$ cat src/hdl/cppwm_pkg.sv
// Constants, field layout and carrier types of the call-progress monitor output
package cppwm_pkg;

	// Register map of the monitor output
	localparam logic [7:0] CTRL_ADDR     = 8'h01; // Modulator enable and output format
	localparam logic [7:0] PINMODE_ADDR  = 8'h02; // Interrupt output enable
	localparam logic [7:0] RX_ATTEN_ADDR = 8'h14; // receive_monitor_attenuation
	localparam logic [7:0] TX_ATTEN_ADDR = 8'h15; // transmit_monitor_attenuation

	// Field positions
	localparam int MOD_EN_BIT  = 3; // tone_modulator_enable in CTRL
	localparam int FMT_LSB     = 4; // tone_output_format is CTRL[5:4]
	localparam int FMT_MSB     = 5;
	localparam int INT_EN_BIT  = 0; // interrupt_output_enable in PINMODE

	// Reset values
	localparam logic [7:0] CTRL_RST    = 8'h00;
	localparam logic [7:0] PINMODE_RST = 8'h00;
	localparam logic [7:0] ATTEN_RST   = 8'h00;

	// Output format codes
	localparam logic [1:0] FMT_DELTA = 2'h0; // Delta-sigma bit stream
	localparam logic [1:0] FMT_RZ    = 2'h1; // Return-to-zero PWM
	localparam logic [1:0] FMT_BAL   = 2'h2; // Balanced (centred) PWM
	localparam logic [1:0] FMT_RSVD  = 2'h3; // Reserved, pin held low

	// Timing
	localparam int unsigned CLK_HZ         = 200_000_000;
	localparam int unsigned PWM_RATE_HZ    = 32_000;
	localparam int unsigned PWM_PERIOD_CYC = CLK_HZ / PWM_RATE_HZ; // 6250 cycles
	localparam int          CNT_W          = 13;

	// Monitor level coding
	localparam logic [15:0] MID_LEVEL = 16'h8000; // Offset-binary zero

	// Audio pair handed in from the codec path
	typedef struct packed {
		logic signed [15:0] rx; // Receive-path sample
		logic signed [15:0] tx; // Transmit-path sample
	} cppwm_audio_type;

	// Software-visible control state
	typedef struct packed {
		logic        modEnable; // tone_modulator_enable
		logic [1:0]  format;    // tone_output_format
		logic        intEnable; // interrupt_output_enable
		logic [7:0]  rxAtten;   // receive_monitor_attenuation
		logic [7:0]  txAtten;   // transmit_monitor_attenuation
	} cppwm_regs_type;

endpackage

$ cat src/hdl/cppwm_monitor.sv
// Call-progress monitor output: registers, path attenuation and pin control
//
// The address-and-strobe port is this design's own decision.
`timescale 1ns/1ps

module cppwm_monitor
	import cppwm_pkg::*;
#(
	parameter int unsigned PWM_PERIOD = PWM_PERIOD_CYC // Cycles per 32 kHz frame
) (
	input  wire logic            sys_clk,          // 200 MHz system clock
	input  wire logic            rst_b,            // Asynchronous reset, active low
	input  wire logic [7:0]      regAddr,          // Register address
	input  wire logic [7:0]      regWrData,        // Register write data
	input  wire logic            regWrite,         // Write strobe
	input  wire logic            regRead,          // Read strobe
	output logic [7:0]           regRdData,        // Read data, cycle after strobe
	input  wire logic            sampleStrobe,     // New audio pair valid
	input  wire cppwm_audio_type audioIn,          // Receive and transmit samples
	output logic                 callProgressPin,  // Modulated monitor pin
	output logic                 callProgressPinOe // Pin driven in modulated mode
);

	logic           rstMeta_r;
	logic           rstSync_r;
	cppwm_regs_type regs_r;
	cppwm_regs_type regs_nxt;
	logic [7:0]     rdData_r;
	logic [7:0]     rdData_nxt;
	logic [15:0]    level_r;
	logic [15:0]    level_nxt;
	logic           modeActive;
	logic           modPin;
	logic signed [24:0] rxProd;
	logic signed [24:0] txProd;
	logic signed [17:0] mixSum;
	logic [CNT_W-1:0]   rzLowRun_r;
	logic [CNT_W-1:0]   rzLowRun_nxt;

	// Reset release through two flip-flops
	always_ff @(posedge sys_clk or negedge rst_b) begin
		if (!rst_b) begin
			rstMeta_r <= 1'b0;
			rstSync_r <= 1'b0;
		end else begin
			rstMeta_r <= 1'b1;
			rstSync_r <= rstMeta_r;
		end
	end

	// Register writes and read mux
	always_comb begin
		regs_nxt   = regs_r;
		rdData_nxt = 8'h00;
		if (regWrite) begin
			case (regAddr)
				CTRL_ADDR: begin
					regs_nxt.modEnable = regWrData[MOD_EN_BIT];
					regs_nxt.format    = regWrData[FMT_MSB:FMT_LSB];
				end
				PINMODE_ADDR: begin
					regs_nxt.intEnable = regWrData[INT_EN_BIT];
				end
				RX_ATTEN_ADDR: begin
					regs_nxt.rxAtten = regWrData;
				end
				TX_ATTEN_ADDR: begin
					regs_nxt.txAtten = regWrData;
				end
				default: begin
					regs_nxt = regs_r;
				end
			endcase
		end
		if (regRead) begin
			case (regAddr)
				CTRL_ADDR: begin
					rdData_nxt[MOD_EN_BIT]      = regs_r.modEnable;
					rdData_nxt[FMT_MSB:FMT_LSB] = regs_r.format;
				end
				PINMODE_ADDR: begin
					rdData_nxt[INT_EN_BIT] = regs_r.intEnable;
				end
				RX_ATTEN_ADDR: begin
					rdData_nxt = regs_r.rxAtten;
				end
				TX_ATTEN_ADDR: begin
					rdData_nxt = regs_r.txAtten;
				end
				default: begin
					rdData_nxt = 8'h00; // Unmapped reads as zero
				end
			endcase
		end
	end

	always_ff @(posedge sys_clk or negedge rstSync_r) begin
		if (!rstSync_r) begin
			regs_r.modEnable <= CTRL_RST[MOD_EN_BIT];
			regs_r.format    <= CTRL_RST[FMT_MSB:FMT_LSB];
			regs_r.intEnable <= PINMODE_RST[INT_EN_BIT];
			regs_r.rxAtten   <= ATTEN_RST;
			regs_r.txAtten   <= ATTEN_RST;
			rdData_r         <= 8'h00;
		end else begin
			regs_r   <= regs_nxt;
			rdData_r <= rdData_nxt;
		end
	end

	assign regRdData = rdData_r;

	// Linear attenuation and mix, monitor copy only; line samples never altered
	always_comb begin
		rxProd    = 25'($signed(audioIn.rx)) * 25'($signed({1'b0, regs_r.rxAtten}));
		txProd    = 25'($signed(audioIn.tx)) * 25'($signed({1'b0, regs_r.txAtten}));
		mixSum    = 18'(rxProd >>> 8) + 18'(txProd >>> 8); // Zero gain gives zero
		level_nxt = level_r;
		if (sampleStrobe) begin
			level_nxt = mixSum[16:1] ^ MID_LEVEL; // Private copy
		end
	end

	always_ff @(posedge sys_clk or negedge rstSync_r) begin
		if (!rstSync_r) begin
			level_r <= MID_LEVEL;
		end else begin
			level_r <= level_nxt;
		end
	end

	// Pin in modulated mode only with interrupt output off
	assign modeActive = regs_r.modEnable && !regs_r.intEnable;

	cppwm_modulator #(
		.PWM_PERIOD (PWM_PERIOD)
	) u_modulator (
		.sys_clk   (sys_clk),
		.rstSync_b (rstSync_r),
		.enable    (modeActive),
		.format    (regs_r.format),
		.level     (level_r),
		.pinLevel  (modPin)
	);

	assign callProgressPin   = modPin;
	assign callProgressPinOe = modeActive;

	// Low-run tally for the RZ check; a mid-level frame is never low a whole period
	always_comb begin
		rzLowRun_nxt = '0;
		if (modeActive && regs_r.format == FMT_RZ && level_r == MID_LEVEL && !callProgressPin) begin
			rzLowRun_nxt = CNT_W'(rzLowRun_r + 1'b1);
		end
	end

	always_ff @(posedge sys_clk or negedge rstSync_r) begin
		if (!rstSync_r) begin
			rzLowRun_r <= '0;
		end else begin
			rzLowRun_r <= rzLowRun_nxt;
		end
	end

	// Checks
	rd_latency_a: assert property (@(posedge sys_clk) disable iff (!rstSync_r)
		(regRead && regAddr == RX_ATTEN_ADDR) |=> (regRdData == $past(regs_r.rxAtten)))
		else $error("Receive attenuation read back wrong");

	atten_write_a: assert property (@(posedge sys_clk) disable iff (!rstSync_r)
		(regWrite && regAddr == TX_ATTEN_ADDR) |=> (regs_r.txAtten == $past(regWrData)))
		else $error("Transmit attenuation not stored");

	format_field_a: assert property (@(posedge sys_clk) disable iff (!rstSync_r)
		(regWrite && regAddr == CTRL_ADDR) ##1 (regRead && regAddr == CTRL_ADDR && !regWrite)
		|=> (regRdData[FMT_MSB:FMT_LSB] == $past(regWrData[FMT_MSB:FMT_LSB], 2)))
		else $error("Format field not at bits 5:4");

	full_mute_a: assert property (@(posedge sys_clk) disable iff (!rstSync_r)
		(sampleStrobe && regs_r.rxAtten == 8'h00 && regs_r.txAtten == 8'h00) |=> (level_r == MID_LEVEL))
		else $error("Muted paths still reach monitor");

	level_hold_a: assert property (@(posedge sys_clk) disable iff (!rstSync_r)
		!sampleStrobe |=> $stable(level_r))
		else $error("Monitor level moved without a sample");

	int_mode_a: assert property (@(posedge sys_clk) disable iff (!rstSync_r)
		regs_r.intEnable |-> (!callProgressPinOe ##1 !callProgressPin))
		else $error("Pin modulated while interrupt output on");

	reserved_idle_a: assert property (@(posedge sys_clk) disable iff (!rstSync_r)
		(modeActive && regs_r.format == FMT_RSVD) [*2] |-> !callProgressPin)
		else $error("Reserved format drives the pin");

	unmapped_zero_a: assert property (@(posedge sys_clk) disable iff (!rstSync_r)
		(regRead && regAddr != CTRL_ADDR && regAddr != PINMODE_ADDR && regAddr != RX_ATTEN_ADDR
		&& regAddr != TX_ATTEN_ADDR) |=> (regRdData == 8'h00))
		else $error("Unmapped address read nonzero");

	rz_frame_a: assert property (@(posedge sys_clk) disable iff (!rstSync_r)
		rzLowRun_r < CNT_W'(PWM_PERIOD))
		else $error("RZ PWM never goes high at mid level");

	ds_mid_a: assert property (@(posedge sys_clk) disable iff (!rstSync_r)
		(modeActive && regs_r.format == FMT_DELTA && level_r == MID_LEVEL) [*3]
		|-> (callProgressPin != $past(callProgressPin)))
		else $error("Delta-sigma stream not alternating at mid level");

	pin_idle_a: assert property (@(posedge sys_clk) disable iff (!rstSync_r)
		!modeActive |=> !callProgressPin)
		else $error("Pin active outside modulated mode");

	rx_write_a: assert property (@(posedge sys_clk) disable iff (!rstSync_r)
		(regWrite && regAddr == RX_ATTEN_ADDR) |=> (regs_r.rxAtten == $past(regWrData)))
		else $error("Receive attenuation not stored");

	rd_idle_a: assert property (@(posedge sys_clk) disable iff (!rstSync_r)
		!regRead |=> (regRdData == 8'h00))
		else $error("Read data stands beyond its cycle");

endmodule // cppwm_monitor

$ cat src/hdl/cppwm_modulator.sv
// Waveform generator for the call-progress pin: delta-sigma, RZ PWM, balanced PWM
`timescale 1ns/1ps
module cppwm_modulator
	import cppwm_pkg::*;
#(
	parameter int unsigned PWM_PERIOD = PWM_PERIOD_CYC
) (
	input  wire logic        sys_clk,   // System clock
	input  wire logic        rstSync_b, // Synchronised reset, active low
	input  wire logic        enable,    // Modulated output selected
	input  wire logic [1:0]  format,    // Output format code
	input  wire logic [15:0] level,     // Offset-binary monitor level
	output logic             pinLevel   // Modulated pin level
);

	localparam logic [CNT_W-1:0] PERIOD_C = CNT_W'(PWM_PERIOD);
	localparam logic [CNT_W-1:0] LAST_C   = CNT_W'(PWM_PERIOD - 1);

	logic [CNT_W-1:0] cnt_r;
	logic [CNT_W-1:0] cnt_nxt;
	logic [15:0]      acc_r;
	logic [15:0]      acc_nxt;
	logic             pin_nxt;
	logic             dsCarry;
	logic [CNT_W-1:0] duty;
	logic [CNT_W-1:0] edgeLow;
	logic [CNT_W-1:0] edgeHigh;
	logic [28:0]      dutyProd;

	// Next period count, accumulator and pin level
	always_comb begin
		dutyProd = {13'h0, level} * {16'h0, PERIOD_C}; // Full-width product, no truncation before the shift
		duty     = dutyProd[28:16];
		edgeLow  = CNT_W'((PERIOD_C - duty) >> 1);
		edgeHigh = CNT_W'(edgeLow + duty);
		cnt_nxt  = (cnt_r == LAST_C) ? '0 : CNT_W'(cnt_r + 1'b1);
		{dsCarry, acc_nxt} = {1'b0, acc_r} + {1'b0, level};
		case (format)
			FMT_DELTA: begin
				pin_nxt = dsCarry; // First-order delta-sigma stream
			end
			FMT_RZ: begin
				pin_nxt = (cnt_r < duty); // High for the duty, then back to zero
			end
			FMT_BAL: begin
				pin_nxt = (cnt_r >= edgeLow) && (cnt_r < edgeHigh); // Centred pulse
			end
			default: begin
				pin_nxt = 1'b0; // Reserved code idles low
			end
		endcase
		if (!enable) begin
			cnt_nxt = '0;
			acc_nxt = '0;
			pin_nxt = 1'b0;
		end
	end

	// State registers
	always_ff @(posedge sys_clk or negedge rstSync_b) begin
		if (!rstSync_b) begin
			cnt_r    <= '0;
			acc_r    <= '0;
			pinLevel <= 1'b0;
		end else begin
			cnt_r    <= cnt_nxt;
			acc_r    <= acc_nxt;
			pinLevel <= pin_nxt;
		end
	end

endmodule // cppwm_modulator

$ cat config.mk
export PLATFORM = sky130hd
export DESIGN_NAME = cppwm_monitor
export DESIGN_NICKNAME = d
export VERILOG_FILES = /design/src/hdl/cppwm_pkg.sv /design/src/hdl/cppwm_monitor.sv /design/src/hdl/cppwm_modulator.sv
export SDC_FILE = /design/constraint.sdc
export NUM_CORES = 1
export LEC_CHECK = 0
export BUFFER_PORTS_ARGS = -buffer_cell sky130_fd_sc_hd__buf_2
export CAP_MARGIN = 20
export CORE_MARGIN = 8
export CORE_UTILIZATION = 62
export DETAILED_ROUTE_END_ITERATION = 8
export HOLD_SLACK_MARGIN = 0.1
export PLACE_DENSITY = 0.86
export SYNTH_ARGS = -nofsm -noshare
export SYNTH_HDL_FRONTEND = slang
export SYNTH_SLANG_ARGS = --single-unit
$ cat constraint.sdc
create_clock -name sys_clk -period 2.8 [get_ports sys_clk]
set_input_delay 0.42 -clock sys_clk [delete_from_list [all_inputs] [get_ports sys_clk]]
set_output_delay 0.42 -clock sys_clk [all_outputs]
set_load 0.03 [all_outputs]
==> flow_summary.ini, run 1 <==
[place]
hpwl_um = 39500
place_ws_ns = -4.52
placed_area_um2 = 21200
io_buffers = 62
gp_routability_congestion = 0.899

[logic_synthesis]
synth_flop_cell = dfrtp_1
yosysTopAreaCellShare_pct = 27.9
yosys_warnings = 0
synth_nets = 2473
netlist_top_cells_area = fa_1 28%, ha_1 20%, dfrtp_1 11%
synth.distinct_cells = 74
async_reset_ff_share_pct = 100
ys_ff_latch = 76
synth_edf_count = 0
syn_inst = 1899
synth_most_common_cell = inv_1
yosys.area.top_type = fa_1
yosysSeqAreaShare_pct = 10.9
synthTopCellsByCount = 393 x inv_1, 278 x ha_1, 243 x fa_1
synth_area_um2 = 17400
synth.avg_cell_area_um2 = 9.17

[floorplanning]
start_util_pct = 62.9
top_level_ports = 63
die_w_um = 184
fp-row-count = 61
die_h_um = 184

[clocking]
cts_root_buf = clkbuf_16
clock-sinks = 76
cts_made_buffers = 9
htree_levels = 3
cts_buffer_depth = 2

[status]
error = [ERROR GRT-0232] Routing congestion too high. Check the congestion heatmap in the GUI.
status = did not finish
failed_stage = global routing

[sta]
worst-ep-kind = sequential cell input
postGrtWorstEndpoint = u_modulator.pinLevel$_DFF_PN0_/D

[global_routing]
antenna_found_initial = 19
grt.overflow.total = 5
grt_max_degree = 50
gr-usage-all-layers_pct = 69.3
routing by layer:
layer | overflow | global-route usage (%)
met3 | 0 | 61.1
met1 | 0 | 65.1
met4 | 2 | 68.0
met5 | 0 | 35.9
met2 | 3 | 84.4
timing repair:
| item | in CTS |
|---|---|
| endpoints found under the setup margin | 23 |
| endpoints found under the hold margin | 2 |
| hold buffers | 1 |
| pin swaps | 107 |
| setup buffers | 59 |
| gates resized for setup | 171 |
logic make-up after synthesis:
family                   synth area share, %
flip-flops                              10.9
adder cells (fa/ha/maj)                 47.9
buffers and inverters                   9.23
other                                 0.0215
AO/OA/AOI/OAI                           9.00
AND/OR/NAND/NOR                         14.6
XOR/XNOR                                5.71
multiplexers                            2.59
per-stage QoR:
stage	std cells	TNS (ns)	hold slack [ns]
2_1_floorplan	1899	-45.98	0.124
3_3_place_gp	2681	-56.00	0.205
3_5_place_dp	2681	-59.96	0.215
4_1_cts	2752	-53.32	0.334
==> run 2, diff against run 1 <==
--- a/config.mk
+++ b/config.mk
@@ -8,10 +8,9 @@
 export BUFFER_PORTS_ARGS = -buffer_cell sky130_fd_sc_hd__buf_2
 export CAP_MARGIN = 20
 export CORE_MARGIN = 8
-export CORE_UTILIZATION = 62
+export CORE_UTILIZATION = 40
 export DETAILED_ROUTE_END_ITERATION = 8
-export HOLD_SLACK_MARGIN = 0.1
-export PLACE_DENSITY = 0.86
+export PLACE_DENSITY_LB_ADDON = 0.15
 export SYNTH_ARGS = -nofsm -noshare
 export SYNTH_HDL_FRONTEND = slang
 export SYNTH_SLANG_ARGS = --single-unit
==> flow_summary.ini, run 2 <==
[critical_path]
crit_slowest_cell = fa_1
cp-start-kind = flip-flop
ff2ff_path_depth = 28
reg2reg_slack_ns = -4.21
timing.rr.end = u_modulator.pinLevel
arrival_ns = 7.24
crit_path_end_kind = flip-flop
critPathMaxStageDelay_ns = 0.53
critical_path_required_ns = 3.02
reg2reg_from = level_r[8]
crit_type = reg -> reg
crit_fanout = 4

[clocking]
htree_levels = 3
clock-sinks = 76
cts_tree = yes
clkTransAtPathRegs_ns = 0.07
cts_root_buf = clkbuf_16
clk-insertion-delay-late_ns = 0.35
cts_made_buffers = 9
cts_buffer_depth = 2

[sta]
fin_crit_ns = 7.01
setup_viol = 19
fin_crit_sh_pct = 250
clock_skew_ns = 0.0110
relSlewSlack_pct = 50.6
tightest_slew_ns = 0.733
fin_tns_setup_ns = -54.24
finalHoldViolCount = 0
rsz0062_at_grt = true
setup_ws_ns = -4.21
drv_slew = 0
fmax_mhz = 143

[detailed_routing]
firstDrtPassIters = 5
route.detailed.drc = 0
via_per_inst = 4.75
vias = 14200
wirelength_um = 43200
drt-wirelength-per-cell_um = 14.4
drtAntennaViolNets = 0
drtIter0Drc = 536

[finish]
final_cell_mix = 425 x buf_4, 376 x inv_1, 245 x ha_1
regMostFlops = regs_r
largest_reg_flops = 20
drive_gt1_share_pct = 32.8
top_regs = regs_r x20, level_r x16, u_modulator.acc_r x16
layout_commonest_cell = buf_4
n_antenna_cell = 0
nNetsFinal = 2975
area_growth_syn_to_layout_pct = 35.0

[logic_synthesis]
synth.avg_cell_area_um2 = 9.17
synth_area_um2 = 17400
synth_nets = 2473
syn_inst = 1899
yosysSeqAreaShare_pct = 10.9
yosysTopAreaCellShare_pct = 27.9
ys_ff_latch = 76
synth.distinct_cells = 74
synth_most_common_cell = inv_1
synthTopCellsByCount = 393 x inv_1, 278 x ha_1, 243 x fa_1
yosys.area.top_type = fa_1
async_reset_ff_share_pct = 100
yosys_warnings = 0
synth_flop_cell = dfrtp_1
synth_edf_count = 0
netlist_top_cells_area = fa_1 28%, ha_1 20%, dfrtp_1 11%

[place]
io_buffers = 62
hpwl_um = 36700
gp_routability_congestion = 0.843

[global_routing]
antenna_found_initial = 0
grt.overflow.total = 0
gr-usage-all-layers_pct = 17.1
grt_first_pass_wirelength_um = 72400
first_global_vias = 15200
grt_max_degree = 36

[floorplanning]
die_h_um = 225
fp-row-count = 76
die_w_um = 225
core-area_um2 = 43100
start_util_pct = 40.4
die_area_um2 = 50500
top_level_ports = 63

[status]
violations = negative setup slack
status = finished, violations left

[job]
timing.max_cap.violations = 0

[min_path]
hp-class = reg -> async
## run 2: cell counts after synthesis
No cell type changed its count.
## run 2: cell families (layout without fill, tap and decap cells)
logic type / Yosys count / count (layout) / synth area share (%)
AO/OA/AOI/OAI: 225 / 225 / 9.00
XOR/XNOR: 112 / 112 / 5.71
adder cells (fa/ha/maj): 521 / 521 / 47.9
buffers and inverters: 425 / 932 / 9.23
flip-flops: 76 / 76 / 10.9
multiplexers: 41 / 41 / 2.59
other: 1 / 1 / 0.0215
AND/OR/NAND/NOR: 498 / 498 / 14.6
## run 2: how the worst max path moves through the flow
stage / from / end / slack [ns] / depth (start not counted)
global placement: level_r[7] / u_modulator.pinLevel / -4.11 / 34
CTS: level_r[6] / u_modulator.pinLevel / -4.14 / 35
floorplan: level_r[7] / u_modulator.pinLevel / -3.96 / 35
finish: level_r[8] / u_modulator.pinLevel / -4.21 / 28
global route: level_r[6] / u_modulator.pinLevel / -4.56 / 35
detailed placement: level_r[6] / u_modulator.pinLevel / -4.38 / 32
## run 2: cell type report
| type | count | area [µm²] |
|---|---|---|
| well taps | 585 | 732 |
| clock buffers | 9 | 225 |
| inverters | 393 | 1480 |
| multi-input cells | 1398 | 15100 |
| clock inverters | 7 | 90.1 |
| fillers | 3936 | 19600 |
| repair buffers | 523 | 3960 |
| flip-flops and latches | 76 | 1920 |
## run 2: worst max-delay path, delay by kind of cell (launching register included)
family | cells | cell delay, ns
fa+ha+maj | 8 | 3.19
simple gates | 5 | 1.33
compound gates | 8 | 1.24
flops | 1 | 0.44
buf+inv | 5 | 0.37
xor+xnor | 2 | 0.33
## run 2: metal layers
metal  GRT usage [%]  vias up  routed length, µm
met3            1.09       30                702
met4            3.27        0                804
met1            22.1     6979              19600
li1                -     7062                  -
met2            31.4      122              22100
met5               0        -                  0
## run 2: timing repair
action                                  4_1_cts  5_1_grt
hold buffers                                  1        0
pin swaps                                    89      101
buffers inserted                             42       32
endpoints found under the setup margin       22       20
gates resized for setup                     115       99
endpoints found under the hold margin         2        0
## run 2: metrics by stage
step	instance area, µm²	hold slack, ns	worst slack (ns)	cells	util, %
global route	23500	0.327	-4.56	2991	54.6
floorplan	17800	0.124	-3.96	1899	-
global placement	21600	0.205	-4.11	2906	50.2
detailed placement	21600	0.206	-4.38	2906	50.2
finish	23500	0.291	-4.21	2991	54.6
CTS	22800	0.310	-4.14	2963	52.9
Power of run 2 is not shown: default switching activity piles up to over one toggle a cycle in this logic, so the estimate is an artifact.
==> run 3, diff against run 2 <==
==> constraint.sdc (replaced) <==
create_clock -name sys_clk -period 8.2 [get_ports sys_clk]
set_input_delay 1.23 -clock sys_clk [delete_from_list [all_inputs] [get_ports sys_clk]]
set_output_delay 1.23 -clock sys_clk [all_outputs]
set_load 0.03 [all_outputs]
==> flow_summary.ini, run 3 (synthesized netlist as in run 2, its figures left out) <==
[status]
status = completed

[sta]
tightest_slew_ns = 0.968
finalHoldViolCount = 0
clock_skew_ns = 0.0115
relSlewSlack_pct = 35.4
drv_slew = 0
fmax_mhz = 130
fin_crit_ns = 7.66
setup_viol = 0
fin_crit_sh_pct = 93.5

[finish]
fillers = 4283
top_regs = regs_r x20, level_r x16, u_modulator.acc_r x16
final_cell_mix = 393 x inv_1, 278 x ha_1, 243 x fa_1
nNetsFinal = 2524
area_growth_syn_to_layout_pct = 7.99
largest_reg_flops = 20
layout_commonest_cell = inv_1
layout.cells.non_filler = 2540
fin_area_um2 = 18800
drive_gt1_share_pct = 8.13
multi_input_area_um2 = 14000
regMostFlops = regs_r
n_antenna_cell = 0
ff_latch_area_um2 = 1910

[floorplanning]
fp-row-count = 76
start_util_pct = 40.4
die_w_um = 225
die_h_um = 225
top_level_ports = 63
core-area_um2 = 43100
die_area_um2 = 50500

[global_routing]
antenna_found_initial = 0
grt_first_pass_wirelength_um = 67100
grt_max_degree = 70
first_global_vias = 13200
grt.overflow.total = 0
gr-usage-all-layers_pct = 16.3

[detailed_routing]
drt-wirelength-per-cell_um = 15.7
route.detailed.drc = 0
drtAntennaViolNets = 0
drtIter0Drc = 486
via_per_inst = 4.91
wirelength_um = 39800
vias = 12500
firstDrtPassIters = 6

[place]
placed_cells = 2522
io_buffers = 62
hpwl_um = 33800
placed_area_um2 = 18400
gp_routability_congestion = 0.856

[critical_path]
reg2reg_slack_ns = 0.54
cp-start-kind = flip-flop
crit_type = reg -> reg
timing.rr.end = u_modulator.pinLevel
cp_common_cell = ha_1
crit_fanout = 7
crit_start = level_r[2]
critPathMaxStageDelay_ns = 0.49
reg2reg_from = level_r[2]
critical_path_required_ns = 8.43
ff2ff_path_depth = 33
arrival_ns = 7.89
crit_end = u_modulator.pinLevel
crit_path_end_kind = flip-flop
crit_slowest_cell = fa_1

[clocking]
cts_root_buf = clkbuf_16
htree_levels = 3
cts_hold_buf = 0
cts_made_buffers = 9
clock-sinks = 76
clkTransAtPathRegs_ns = 0.07
clk-insertion-delay-late_ns = 0.36
cts_tree = yes
cts_buffer_depth = 2

[job]
timing.max_cap.violations = 0

[min_path]
hp-class = reg -> async
-- run 3: layer usage --
metal,track usage (%),routed length [µm],up-vias
li1,-,-,6170
met1,23.2,19800,6161
met2,26.6,18500,121
met3,1.77,947,25
met4,3.14,495,0
met5,0,0,-
-- run 3: worst min-delay path by stage --
stage,start,end,slack (ns),cells past startpoint
global route,rstSync_r,u_modulator.acc_r[3],0.15,0
global placement,rstSync_r,u_modulator.acc_r[3],0.12,0
CTS,rstSync_r,u_modulator.acc_r[3],0.14,0
detailed placement,rstSync_r,u_modulator.acc_r[3],0.12,0
finish,rstSync_r,u_modulator.acc_r[3],0.13,0
floorplan,rstMeta_r,rstSync_r,0.33,0
-- run 3: metrics by stage --
step                      setup TNS (ns)  utilization, %  setup WS [ns]  hold slack (ns)
after floorplan                        0               -          0.964            0.331
after global placement                 0            42.7          0.475            0.125
after detailed placement               0            42.7          0.137            0.125
after CTS                              0            43.4         0.0757            0.139
after global routing             -0.0188            43.7        -0.0188            0.145
final                                  0            43.7          0.536            0.130
-- run 3: area by class of cell --
| type | instances | share of cell area, % |
|---|---|---|
| clock inverters | 3 | 0.140 |
| multi-input cells | 1398 | 74.4 |
| repair buffers | 72 | 2.05 |
| well taps | 585 | 3.89 |
| clock buffers | 13 | 1.49 |
| flip-flops and latches | 76 | 10.2 |
| inverters | 393 | 7.84 |
-- run 3: critical path: cells and delay by family, from the launching register on --
family	cells	cell delay (ns)
AOI/OAI and AO/OA	17	2.99
buffers and inverters	1	0.12
adders and majority gates	8	2.75
and+or+nand+nor	2	0.31
xor gates and xnor gates	5	0.91
DFF	1	0.47
-- run 3: timing repair --
item / in CTS / in global routing
setup endpoints to repair: 0 / 1
setup buffers: 0 / 2
gates resized for setup: 0 / 19
Power of run 3 is left out for the same reason.
